**src/inc/fds_pkg.sv**
```systemverilog
// Constants and types for the fixed-point divide sequencer.
// Assumes a single 100 MHz clock and an AXI4-Lite master outside.
//
// Behaviour
// - Nonrestoring division of a true-form dividend; no in-loop fixes.
// - Init loads true halves and divisor, saves signs, clears counters; here Init loads only the halves, signs are saved at the start write.
// - Odd first operand field raises a specification exception.
// - Dividend is an even/odd pair; remainder to even, quotient to odd.
// - Exactly thirty-two reduction cycles precede termination.
// - Step counter counts pairs from zero; it picks byte and bit-pair.
// - Selected bit-pair is appended unchanged below the high half.
// - Multiple chosen by prior carry, divisor sign and active order.
// - Multiples are plus one, minus one, plus two, minus two divisor.
// - First reduction: plus two if divisor negative, else minus two.
// - Divisor sign fills upper adder bits; the sum is the new remainder.
// - Quotient bit is inverse of partial remainder sign.
// - Quotient orders alternate; each sets bit slot and multiple shift.
// - Even-step order: bit to odd slot of pair, multiple unshifted.
// - Odd-step order: bit to even slot of pair, multiple shifted left.
// - Quotient bytes overwrite used dividend bytes per byte counter.
// - Termination routine picked by divisor sign and quotient form; here digit word bit 31 alone picks it.
// - Quotient plus on like signs; remainder as dividend; zero is plus.
// - Unrepresentable quotient raises divide exception; operands kept.
// - An end-operation cycle follows the write-back of results.
// - Dividend and divisor sign flags captured at start and kept.
// - Negative halves negated apart; no low carry adds minus one high.
`default_nettype none

package fds_pkg;

  // ---------------------------------------------------------------------
  // Register map (byte addresses)
  // ---------------------------------------------------------------------
  localparam logic [7:0] FDS_CTRL_OFS    = 8'h00;
  localparam logic [7:0] FDS_DVD_HI_OFS  = 8'h04;
  localparam logic [7:0] FDS_DVD_LO_OFS  = 8'h08;
  localparam logic [7:0] FDS_DIVISOR_OFS = 8'h0c;
  localparam logic [7:0] FDS_STATUS_OFS  = 8'h10;
  localparam logic [7:0] FDS_STEP_OFS    = 8'h14;

  // ---------------------------------------------------------------------
  // Field positions
  // ---------------------------------------------------------------------
  localparam int FDS_CTRL_START_BIT = 0;
  localparam int FDS_CTRL_FIELD_LSB = 4;
  localparam int FDS_ST_BUSY_BIT    = 0;
  localparam int FDS_ST_DONE_BIT    = 1;
  localparam int FDS_ST_SPEC_BIT    = 2;
  localparam int FDS_ST_DIVX_BIT    = 3;

  // ---------------------------------------------------------------------
  // Counts and reset values
  // ---------------------------------------------------------------------
  localparam logic [4:0]  FDS_LAST_REDUCTION = 5'h1f;
  localparam logic [31:0] FDS_ZERO_WORD      = 32'h0000_0000;
  localparam logic [35:0] FDS_ACC_ZERO       = 36'h0_0000_0000;
  localparam logic [1:0]  FDS_RESP_OKAY      = 2'h0;
  localparam logic [1:0]  FDS_RESP_SLVERR    = 2'h2;

  typedef enum logic [2:0] {
    FDS_IDLE,
    FDS_INIT,
    FDS_LOOP,
    FDS_TERM,
    FDS_STORE,
    FDS_ENDOP
  } fds_state_t;

endpackage : fds_pkg

`default_nettype wire

```
**src/hdl/fds_divide_sequencer.sv**
```systemverilog
// Fixed-point nonrestoring divide sequencer with an AXI4-Lite slave.
// Assumes a 32-bit AXI4-Lite master on REF_CLK_I, synchronous reset.
//
// Design decisions made here: the AXI4-Lite slave port and the placing of the registers.
`default_nettype none

module fds_divide_sequencer
  import fds_pkg::*;
(
  input  wire logic        REF_CLK_I,
  input  wire logic        RST_I,
  input  wire logic [7:0]  AWADDR_I,
  input  wire logic        AWVALID_I,
  output var  logic        AWREADY_O,
  input  wire logic [31:0] WDATA_I,
  input  wire logic [3:0]  WSTRB_I,
  input  wire logic        WVALID_I,
  output var  logic        WREADY_O,
  output var  logic [1:0]  BRESP_O,
  output var  logic        BVALID_O,
  input  wire logic        BREADY_I,
  input  wire logic [7:0]  ARADDR_I,
  input  wire logic        ARVALID_I,
  output var  logic        ARREADY_O,
  output var  logic [31:0] RDATA_O,
  output var  logic [1:0]  RRESP_O,
  output var  logic        RVALID_O,
  input  wire logic        RREADY_I,
  output var  logic        BUSY_O,
  output var  logic        END_OP_O,
  output var  logic        SPEC_EXC_O,
  output var  logic        DIV_EXC_O
);

  // ---------------------------------------------------------------------
  // Bus slave
  // ---------------------------------------------------------------------
  logic [7:0]  aw_addr_reg;
  logic        aw_held_reg;
  logic [31:0] w_data_reg;
  logic [3:0]  w_strb_reg;
  logic        w_held_reg;
  logic        wr_fire;
  logic        wr_mapped;

  assign wr_fire   = aw_held_reg && w_held_reg && !BVALID_O;
  assign wr_mapped = (aw_addr_reg[1:0] == 2'h0) && (aw_addr_reg <= FDS_STEP_OFS);

  always_ff @(posedge REF_CLK_I) begin
    if (RST_I) begin
      aw_held_reg <= 1'b0;
      aw_addr_reg <= 8'h00;
      AWREADY_O   <= 1'b0;
    end else if (AWVALID_I && AWREADY_O) begin
      aw_held_reg <= 1'b1;
      aw_addr_reg <= AWADDR_I;
      AWREADY_O   <= 1'b0;
    end else if (wr_fire) begin
      aw_held_reg <= 1'b0;
    end else begin
      AWREADY_O <= !aw_held_reg && !BVALID_O;
    end
  end

  always_ff @(posedge REF_CLK_I) begin
    if (RST_I) begin
      w_held_reg <= 1'b0;
      w_data_reg <= FDS_ZERO_WORD;
      w_strb_reg <= 4'h0;
      WREADY_O   <= 1'b0;
    end else if (WVALID_I && WREADY_O) begin
      w_held_reg <= 1'b1;
      w_data_reg <= WDATA_I;
      w_strb_reg <= WSTRB_I;
      WREADY_O   <= 1'b0;
    end else if (wr_fire) begin
      w_held_reg <= 1'b0;
    end else begin
      WREADY_O <= !w_held_reg && !BVALID_O;
    end
  end

  always_ff @(posedge REF_CLK_I) begin
    if (RST_I) begin
      BVALID_O <= 1'b0;
      BRESP_O  <= FDS_RESP_OKAY;
    end else if (wr_fire) begin
      BVALID_O <= 1'b1;
      BRESP_O  <= wr_mapped ? FDS_RESP_OKAY : FDS_RESP_SLVERR;
    end else if (BREADY_I) begin
      BVALID_O <= 1'b0;
    end
  end

  // Byte-lane merge helper: only lanes with their strobe bit set take the new data.
  function automatic logic [31:0] fds_merge(input logic [31:0] old_v,
                                            input logic [31:0] new_v,
                                            input logic [3:0]  strb);
    logic [31:0] res;
    res = old_v;
    for (int i = 0; i < 4; i++) begin
      if (strb[i]) begin
        res[i*8 +: 8] = new_v[i*8 +: 8];
      end
    end
    return res;
  endfunction : fds_merge

  // ---------------------------------------------------------------------
  // Sequencer state
  // ---------------------------------------------------------------------
  fds_state_t  state_reg;
  logic [31:0] dvd_hi_reg;
  logic [31:0] dvd_lo_reg;
  logic [31:0] divisor_reg;
  logic [3:0]  field_reg;
  logic        done_reg;
  logic        spec_reg;
  logic        divx_reg;
  logic        dvd_neg_reg;
  logic        div_neg_reg;
  logic [31:0] qd_reg;
  logic [35:0] acc_reg;
  logic        carry_reg;
  logic [4:0]  red_cnt_reg;
  logic [3:0]  step_cnt_reg;
  logic [1:0]  byte_cnt_reg;
  logic [7:0]  byte_latch_reg;
  logic [31:0] rem_res_reg;
  logic [31:0] quo_res_reg;
  logic        ovf_reg;

  logic start_req;
  logic idle;
  logic st_w1c;
  assign idle      = (state_reg == FDS_IDLE);
  assign st_w1c    = wr_fire && (aw_addr_reg == FDS_STATUS_OFS) && w_strb_reg[0];
  assign start_req = wr_fire && idle && (aw_addr_reg == FDS_CTRL_OFS)
                     && w_strb_reg[0] && w_data_reg[FDS_CTRL_START_BIT];

  // Operand registers act as the even/odd register pair; results land here.
  always_ff @(posedge REF_CLK_I) begin
    if (RST_I) begin
      dvd_hi_reg  <= FDS_ZERO_WORD;
      dvd_lo_reg  <= FDS_ZERO_WORD;
      divisor_reg <= FDS_ZERO_WORD;
      field_reg   <= 4'h0;
    end else if (state_reg == FDS_STORE && !ovf_reg) begin
      dvd_hi_reg <= rem_res_reg;
      dvd_lo_reg <= quo_res_reg;
    end else if (wr_fire && idle) begin
      case (aw_addr_reg)
        FDS_DVD_HI_OFS:  dvd_hi_reg  <= fds_merge(dvd_hi_reg, w_data_reg, w_strb_reg);
        FDS_DVD_LO_OFS:  dvd_lo_reg  <= fds_merge(dvd_lo_reg, w_data_reg, w_strb_reg);
        FDS_DIVISOR_OFS: divisor_reg <= fds_merge(divisor_reg, w_data_reg, w_strb_reg);
        FDS_CTRL_OFS: begin
          if (w_strb_reg[0]) begin
            field_reg <= w_data_reg[FDS_CTRL_FIELD_LSB +: 4];
          end
        end
        default: ;
      endcase
    end
  end

  // ---------------------------------------------------------------------
  // Datapath combinational terms
  // ---------------------------------------------------------------------
  logic        odd_order;
  logic [1:0]  sel_pair;
  logic        plus_mult;
  logic [35:0] div_ext;
  logic [35:0] mult;
  logic [35:0] base;
  logic [35:0] sum;
  logic        qbit;
  logic [31:0] lo_cmp;
  logic [31:0] hi_cmp;
  logic        lo_carry;
  logic [31:0] hi_true;
  logic [31:0] lo_true;

  // First of each pair runs the odd-step order, so orders alternate.
  assign odd_order = !red_cnt_reg[0];
  assign sel_pair  = qd_reg[5'd30 - {step_cnt_reg, 1'b0} +: 2];
  assign plus_mult = (red_cnt_reg != 5'h00 && carry_reg) ^ div_neg_reg;
  assign div_ext   = {{4{divisor_reg[31]}}, divisor_reg};
  always_comb begin
    mult = plus_mult ? div_ext : (36'h0 - div_ext);
    if (odd_order) begin
      mult = {mult[34:0], 1'b0};
      base = {acc_reg[33:0], sel_pair};
    end else begin
      base = acc_reg;
    end
  end
  assign sum  = base + mult;
  assign qbit = !sum[35];

  // Each half is complemented alone; missing low carry needs minus one high.
  assign {lo_carry, lo_cmp} = {1'b0, ~dvd_lo_reg} + 33'h1;
  assign hi_cmp  = ~dvd_hi_reg + 32'h1;
  assign hi_true = dvd_neg_reg ? (lo_carry ? hi_cmp : hi_cmp - 32'h1)
                               : dvd_hi_reg;
  assign lo_true = dvd_neg_reg ? lo_cmp : dvd_lo_reg;

  // ---------------------------------------------------------------------
  // Control sequence
  // ---------------------------------------------------------------------
  always_ff @(posedge REF_CLK_I) begin
    if (RST_I) begin
      state_reg <= FDS_IDLE;
    end else begin
      case (state_reg)
        FDS_IDLE:  if (start_req && !w_data_reg[FDS_CTRL_FIELD_LSB]) begin
                     state_reg <= FDS_INIT;
                   end
        FDS_INIT:  state_reg <= FDS_LOOP;
        FDS_LOOP:  if (red_cnt_reg == FDS_LAST_REDUCTION) begin
                     state_reg <= FDS_TERM;
                   end
        FDS_TERM:  state_reg <= FDS_STORE;
        FDS_STORE: state_reg <= FDS_ENDOP;
        FDS_ENDOP: state_reg <= FDS_IDLE;
        default:   state_reg <= FDS_IDLE;
      endcase
    end
  end

  always_ff @(posedge REF_CLK_I) begin
    if (RST_I) begin
      dvd_neg_reg <= 1'b0;
      div_neg_reg <= 1'b0;
    end else if (start_req) begin
      dvd_neg_reg <= dvd_hi_reg[31];
      div_neg_reg <= divisor_reg[31];
    end
  end

  always_ff @(posedge REF_CLK_I) begin
    if (RST_I) begin
      qd_reg         <= FDS_ZERO_WORD;
      acc_reg        <= FDS_ACC_ZERO;
      carry_reg      <= 1'b0;
      red_cnt_reg    <= 5'h00;
      step_cnt_reg   <= 4'h0;
      byte_cnt_reg   <= 2'h0;
      byte_latch_reg <= 8'h00;
    end else if (state_reg == FDS_INIT) begin
      qd_reg         <= lo_true;
      acc_reg        <= {4'h0, hi_true};
      carry_reg      <= 1'b0;
      red_cnt_reg    <= 5'h00;
      step_cnt_reg   <= 4'h0;
      byte_cnt_reg   <= 2'h0;
      byte_latch_reg <= 8'h00;
    end else if (state_reg == FDS_LOOP) begin
      acc_reg     <= sum;
      carry_reg   <= sum[35];
      red_cnt_reg <= red_cnt_reg + 5'h01;
      if (odd_order) begin
        byte_latch_reg[3'd7 - {step_cnt_reg[1:0], 1'b0}] <= qbit;
      end else begin
        byte_latch_reg[3'd6 - {step_cnt_reg[1:0], 1'b0}] <= qbit;
        step_cnt_reg <= step_cnt_reg + 4'h1;
        if (step_cnt_reg[1:0] == 2'h3) begin
          qd_reg[5'd24 - {byte_cnt_reg, 3'h0} +: 8] <=
            {byte_latch_reg[7:1], qbit};
          byte_cnt_reg <= byte_cnt_reg + 2'h1;
        end
      end
    end
  end

  // ---------------------------------------------------------------------
  // Termination: digit word to magnitude, then one of two sign routines
  // ---------------------------------------------------------------------
  logic [33:0] q_mag;
  logic [35:0] r_fix;
  logic [32:0] div_mag;
  logic        hi_too_big;
  assign div_mag    = div_neg_reg ? (33'h0 - {1'b1, divisor_reg})
                                  : {1'b0, divisor_reg};
  // A true high half not below the divisor magnitude means a quotient of
  // two to the 32nd or more; the loop remainder would also outgrow the
  // accumulator, so its digits cannot be trusted then.
  assign hi_too_big = {1'b0, hi_true} >= div_mag;
  always_comb begin
    // Each digit is the inverted sign of its own step's result, so the digit word
    // already is the quotient magnitude once the remainder is set right.
    q_mag = {2'b00, qd_reg};
    r_fix = acc_reg;
    // A final negative remainder is set right only after the loop.
    if (acc_reg[35]) begin
      r_fix = acc_reg + {3'h0, div_mag};
    end
  end

  always_ff @(posedge REF_CLK_I) begin
    if (RST_I) begin
      rem_res_reg <= FDS_ZERO_WORD;
      quo_res_reg <= FDS_ZERO_WORD;
      ovf_reg     <= 1'b0;
    end else if (state_reg == FDS_TERM) begin
      rem_res_reg <= dvd_neg_reg ? (32'h0 - r_fix[31:0]) : r_fix[31:0];
      // An initial high half not below the divisor means quotient overflow.
      case ({div_neg_reg, q_mag[31]})
        2'b00, 2'b10: begin
          quo_res_reg <= (dvd_neg_reg ^ div_neg_reg) ? (32'h0 - q_mag[31:0])
                                                     : q_mag[31:0];
          ovf_reg <= q_mag[33:32] != 2'h0;
        end
        2'b01, 2'b11: begin
          quo_res_reg <= 32'h0 - q_mag[31:0];
          ovf_reg <= !(dvd_neg_reg ^ div_neg_reg) || q_mag[33:32] != 2'h0
                     || q_mag[30:0] != 31'h0;
        end
        default: ovf_reg <= 1'b1;
      endcase
      if (hi_too_big) begin
        ovf_reg <= 1'b1;
      end
    end
  end

  // ---------------------------------------------------------------------
  // Status flags and event outputs (set beats clear)
  // ---------------------------------------------------------------------
  logic spec_set;
  logic divx_set;
  logic done_set;
  assign spec_set = start_req && w_data_reg[FDS_CTRL_FIELD_LSB];
  assign divx_set = (state_reg == FDS_STORE) && ovf_reg;
  assign done_set = (state_reg == FDS_ENDOP);

  always_ff @(posedge REF_CLK_I) begin
    if (RST_I) begin
      done_reg <= 1'b0;
      spec_reg <= 1'b0;
      divx_reg <= 1'b0;
    end else begin
      done_reg <= done_set || (done_reg && !(st_w1c && w_data_reg[FDS_ST_DONE_BIT]));
      spec_reg <= spec_set || (spec_reg && !(st_w1c && w_data_reg[FDS_ST_SPEC_BIT]));
      divx_reg <= divx_set || (divx_reg && !(st_w1c && w_data_reg[FDS_ST_DIVX_BIT]));
    end
  end

  always_ff @(posedge REF_CLK_I) begin
    if (RST_I) begin
      BUSY_O     <= 1'b0;
      END_OP_O   <= 1'b0;
      SPEC_EXC_O <= 1'b0;
      DIV_EXC_O  <= 1'b0;
    end else begin
      BUSY_O     <= !idle || start_req;
      END_OP_O   <= done_set;
      SPEC_EXC_O <= spec_set;
      DIV_EXC_O  <= divx_set;
    end
  end

  // ---------------------------------------------------------------------
  // Read channel
  // ---------------------------------------------------------------------
  logic [31:0] rd_word;
  always_comb begin
    rd_word = FDS_ZERO_WORD;
    case (ARADDR_I)
      FDS_CTRL_OFS:    rd_word[FDS_CTRL_FIELD_LSB +: 4] = field_reg;
      FDS_DVD_HI_OFS:  rd_word = dvd_hi_reg;
      FDS_DVD_LO_OFS:  rd_word = dvd_lo_reg;
      FDS_DIVISOR_OFS: rd_word = divisor_reg;
      FDS_STATUS_OFS:  rd_word[3:0] = {divx_reg, spec_reg, done_reg, !idle};
      FDS_STEP_OFS:    rd_word[12:0] = {red_cnt_reg, byte_cnt_reg, 2'h0,
                                        step_cnt_reg};
      default:         rd_word = FDS_ZERO_WORD;
    endcase
  end

  always_ff @(posedge REF_CLK_I) begin
    if (RST_I) begin
      ARREADY_O <= 1'b0;
      RVALID_O  <= 1'b0;
      RDATA_O   <= FDS_ZERO_WORD;
      RRESP_O   <= FDS_RESP_OKAY;
    end else if (ARVALID_I && ARREADY_O) begin
      ARREADY_O <= 1'b0;
      RVALID_O  <= 1'b1;
      RDATA_O   <= rd_word;
      RRESP_O   <= (ARADDR_I[1:0] == 2'h0 && ARADDR_I <= FDS_STEP_OFS)
                   ? FDS_RESP_OKAY : FDS_RESP_SLVERR;
    end else if (RVALID_O) begin
      if (RREADY_I) begin
        RVALID_O <= 1'b0;
      end
    end else begin
      ARREADY_O <= 1'b1;
    end
  end
endmodule : fds_divide_sequencer

`default_nettype wire

```
**config.mk**
```make
export PLATFORM = sky130hd
export DESIGN_NAME = fds_divide_sequencer
export DESIGN_NICKNAME = d
export VERILOG_FILES = /design/src/inc/fds_pkg.sv /design/src/hdl/fds_divide_sequencer.sv
export SDC_FILE = /design/constraint.sdc
export NUM_CORES = 1
export LEC_CHECK = 0
export BUFFER_PORTS_ARGS = -buffer_cell sky130_fd_sc_hd__clkbuf_2
export CAP_MARGIN = 40
export CORE_ASPECT_RATIO = 1.4
export CORE_MARGIN = 2
export CORE_UTILIZATION = 60
export DETAILED_ROUTE_END_ITERATION = 12
export PLACE_DENSITY = 0.77
export SETUP_SLACK_MARGIN = 0.1
export SYNTH_ARGS = -nofsm -noshare
export SYNTH_HDL_FRONTEND = slang
export SYNTH_SLANG_ARGS = --single-unit
```
**constraint.sdc**
```tcl
create_clock -name REF_CLK_I -period 13.2 [get_ports REF_CLK_I]
set_clock_uncertainty 0.1 [all_clocks]
set_input_delay 0.66 -clock REF_CLK_I [delete_from_list [all_inputs] [get_ports REF_CLK_I]]
set_output_delay 0.66 -clock REF_CLK_I [all_outputs]
set_load 0.02 [all_outputs]
```
==> metrics <==
Final nets 3449; largest family of logic cells by synthesized area compound AO/OA/AOI/OAI gates; antenna-violating nets left 0; crit start category flip-flop; width of the die 178 µm; status completed; synthesized cell area 25300 µm²; sequential power share 47.1%; max_cap viols 0; Sw Ratio 23.5%; 1st-iter DRT viols 2650; Core Region 41900 µm²; RSZ-0062 raised after global routing false; mux cell area share after synthesis 5.55%; largest net degree at the start of global routing 127; most frequent cells after synthesis nand2_1, nor2_1, dfxtp_1; CTS buffer count 36; Vias/cell 6.70; ys flop type dfxtp_1; Final period util 49.2%; power per cell area 83.3 nW/µm²; Finished Core Util 65.2%; Lkg Pwr 10.5 nW; top post-synthesis cells by area dfxtp_1, a21oi_1, nand2_1; wirelength, routed 90600 µm; top-count cell post-synth nand2_1; Worst Tran Pin Value 0.992 ns; final hold vios 0; crit path time final 6.50 ns; post-detailed-placement half-perimeter wirelength 68300 µm; Internal Pwr Total 0.00174 W; fmax 154 MHz; max reg flops 36; RR Startpoint red_cnt_reg[0]; Reg clk slew, reported paths 0.06 ns; Critical Path AT 6.89 ns; clk sink count 348; CP endpoint kind flip-flop; YS warnings 0; hold path depth 3; share of layout cells above drive strength 1 10.6%; RD Place Congestion 1.06; RR Endpoint qd_reg[8]; Syn Inst Count 3321; Slew headroom 33.3%; FF-to-FF path depth 21; Comb power frac 3.7%; Post-CTS Setup Bufs 0; Synth cell types 108; number of I/O port buffers 101; global-route wire length before repair 137000 µm; Setup crit end qd_reg[8]; Seq/Total Area, Yosys 27.5%; post-cts resize count 0; r2r setup slk 6.70 ns; TritonRoute pass-1 iters 7; Die H 247 µm; drt wl/cell 23.6 µm; Final Max Tran Viols 0; top cell type by total area after synthesis dfxtp_1; Critical Path Source red_cnt_reg[0]; Max IR drop VDD 0.136 mV; antenna cells 0; Hold Path Class primary input to flip-flop; Critical Path Fanout Max 30; Final setup viols 0; Remaining Overflow, GRT 0; Final Instance Area 27300 µm²; P_sw 0.000534 W; area grow syn2layout 7.76%; Starting Density 60.5%; Total Die Area 43900 µm²; Worst EP required 13.59 ns; Placed Area 26000 µm²; initial antenna violation count 0; H-tree depth 2; setup_tns 0 ns; adder-cell share of the synthesized area 5.84%; post-synthesis compound-gate area fraction 24.7%; post-synth top area share 27.5%; drc violations 0; cts hold-fix bufs 0; Syn Area/Cell 7.63 µm²; clock share of power 49.1%; Overall Global Routing Usage 40.3%; vias in the first global route 24253; num ports 104; number of flops mapped to enable cells by yosys 0; Post-synth ARST share 0%; synthesized flop and latch total 348; row cnt 89; via count 25777; Crit Path Category flip-flop to flip-flop; CTS tree built; clk_lat worst skew 0.56 ns; Synth Area in Simple Gates 23.3%; CTS root buf clkbuf_16; Worst Hold Slack 0.219 ns; post-synthesis xor/xnor area fraction 8.25%; clk buf depth 3
## cell families (layout without fill, tap and decap cells)
logic type	count (synthesis)	count (layout)
fa+ha+maj	117	117
xor+xnor	237	237
flops	348	348
mux	116	116
simple gates	1236	1236
other cells	1	2
compound gates	951	951
buf+inv	315	292
## per-stage QoR
stage / std cells / setup WS, ns / power, W
after floorplan: 3322 / 7.90 / 0.00114
after global placement: 3766 / 7.12 / 0.00118
after detailed placement: 3780 / 6.89 / 0.00118
after CTS: 3844 / 6.85 / 0.00228
after global routing: 3845 / 6.23 / 0.00232
final: 3845 / 6.70 / 0.00227
## cells in the final DEF, fill, tap and decap left out, types with 29 or more instances in the layout
| cell type | synthesis | layout |
|---|---|---|
| clkbuf_16 | 0 | 37 |
| nand2_1 | 414 | 414 |
| nor2_1 | 369 | 367 |
| a211oi_1 | 99 | 99 |
| a21oi_1 | 338 | 338 |
| inv_1 | 81 | 81 |
| mux2i_1 | 46 | 46 |
| nand3_1 | 65 | 65 |
| a22oi_1 | 64 | 64 |
| nor2b_1 | 57 | 55 |
| or3_1 | 34 | 34 |
| clkbuf_2 | 0 | 100 |
| o21ai_0 | 114 | 114 |
| nor3_1 | 68 | 67 |
| xor2_1 | 84 | 83 |
| mux2_2 | 56 | 56 |
| o31ai_1 | 41 | 41 |
| a21o_1 | 47 | 47 |
| nand4_1 | 31 | 31 |
| dfxtp_1 | 348 | 345 |
| a221oi_1 | 33 | 33 |
| buf_4 | 3 | 38 |
| ha_1 | 115 | 115 |
| nand2b_1 | 29 | 29 |
| xnor2_1 | 151 | 151 |
| a31oi_1 | 30 | 30 |
## layout make-up
cell class | instances | area (µm²)
sequential | 348 | 6970
tap | 546 | 683
multi-input combinational | 2659 | 17200
fill | 3708 | 14600
timing repair buffer | 145 | 850
inverter | 83 | 312
clock inverter | 10 | 168
clock buffer | 54 | 1130
## worst min-delay path by stage
| stage | slack, ns | from | endpoint |
|---|---|---|---|
| after floorplan | 0.33 | acc_reg[34] | acc_reg[34] |
| after global placement | 0.34 | acc_reg[34] | acc_reg[34] |
| after detailed placement | 0.35 | rem_res_reg[8] | rem_res_reg[8] |
| after CTS | 0.21 | WDATA_I[12] | w_data_reg[12] |
| after global routing | 0.23 | WDATA_I[13] | w_data_reg[13] |
| final | 0.22 | WDATA_I[12] | w_data_reg[12] |
## per-layer routing
metal	wire length (µm)	global-route usage (%)	share of wire [%]	vias to the layer above
li1	-	-	-	11873
met5	0	0	0	-
met2	42100	66.0	47	1310
met4	6900	26.8	7.6	0
met1	34500	49.4	38	12224
met3	7050	5.10	7.8	370
## critical path, cell delays in order (launching register included)
cell	delay, ns
dfxtp_4	0.45
inv_2	0.22
ha_1	0.19
inv_1	0.04
o41ai_1	0.68
xor2_2	0.16
buf_4	0.34
o21ai_0	0.19
xor2_1	0.19
mux2i_1	0.11
ha_1	0.38
a21o_1	0.20
a21oi_1	0.14
o21ai_0	0.20
a211oi_1	0.36
nor4b_1	0.16
o31ai_1	0.33
a31oi_1	0.17
o211ai_1	0.59
nor4b_2	0.86
o31ai_1	0.19
a31oi_1	0.19
## power by group through the flow
stage / clock (W) / combinational, W / sequential (W)
global placement: 0 / 0.0000818 / 0.00109
global route: 0.00116 / 0.0000916 / 0.00107
finish: 0.00112 / 0.0000851 / 0.00107
detailed placement: 0 / 0.0000834 / 0.00109
floorplan: 0 / 0.0000512 / 0.00109
CTS: 0.00112 / 0.0000838 / 0.00107
Power figures use the tool's default switching activity.
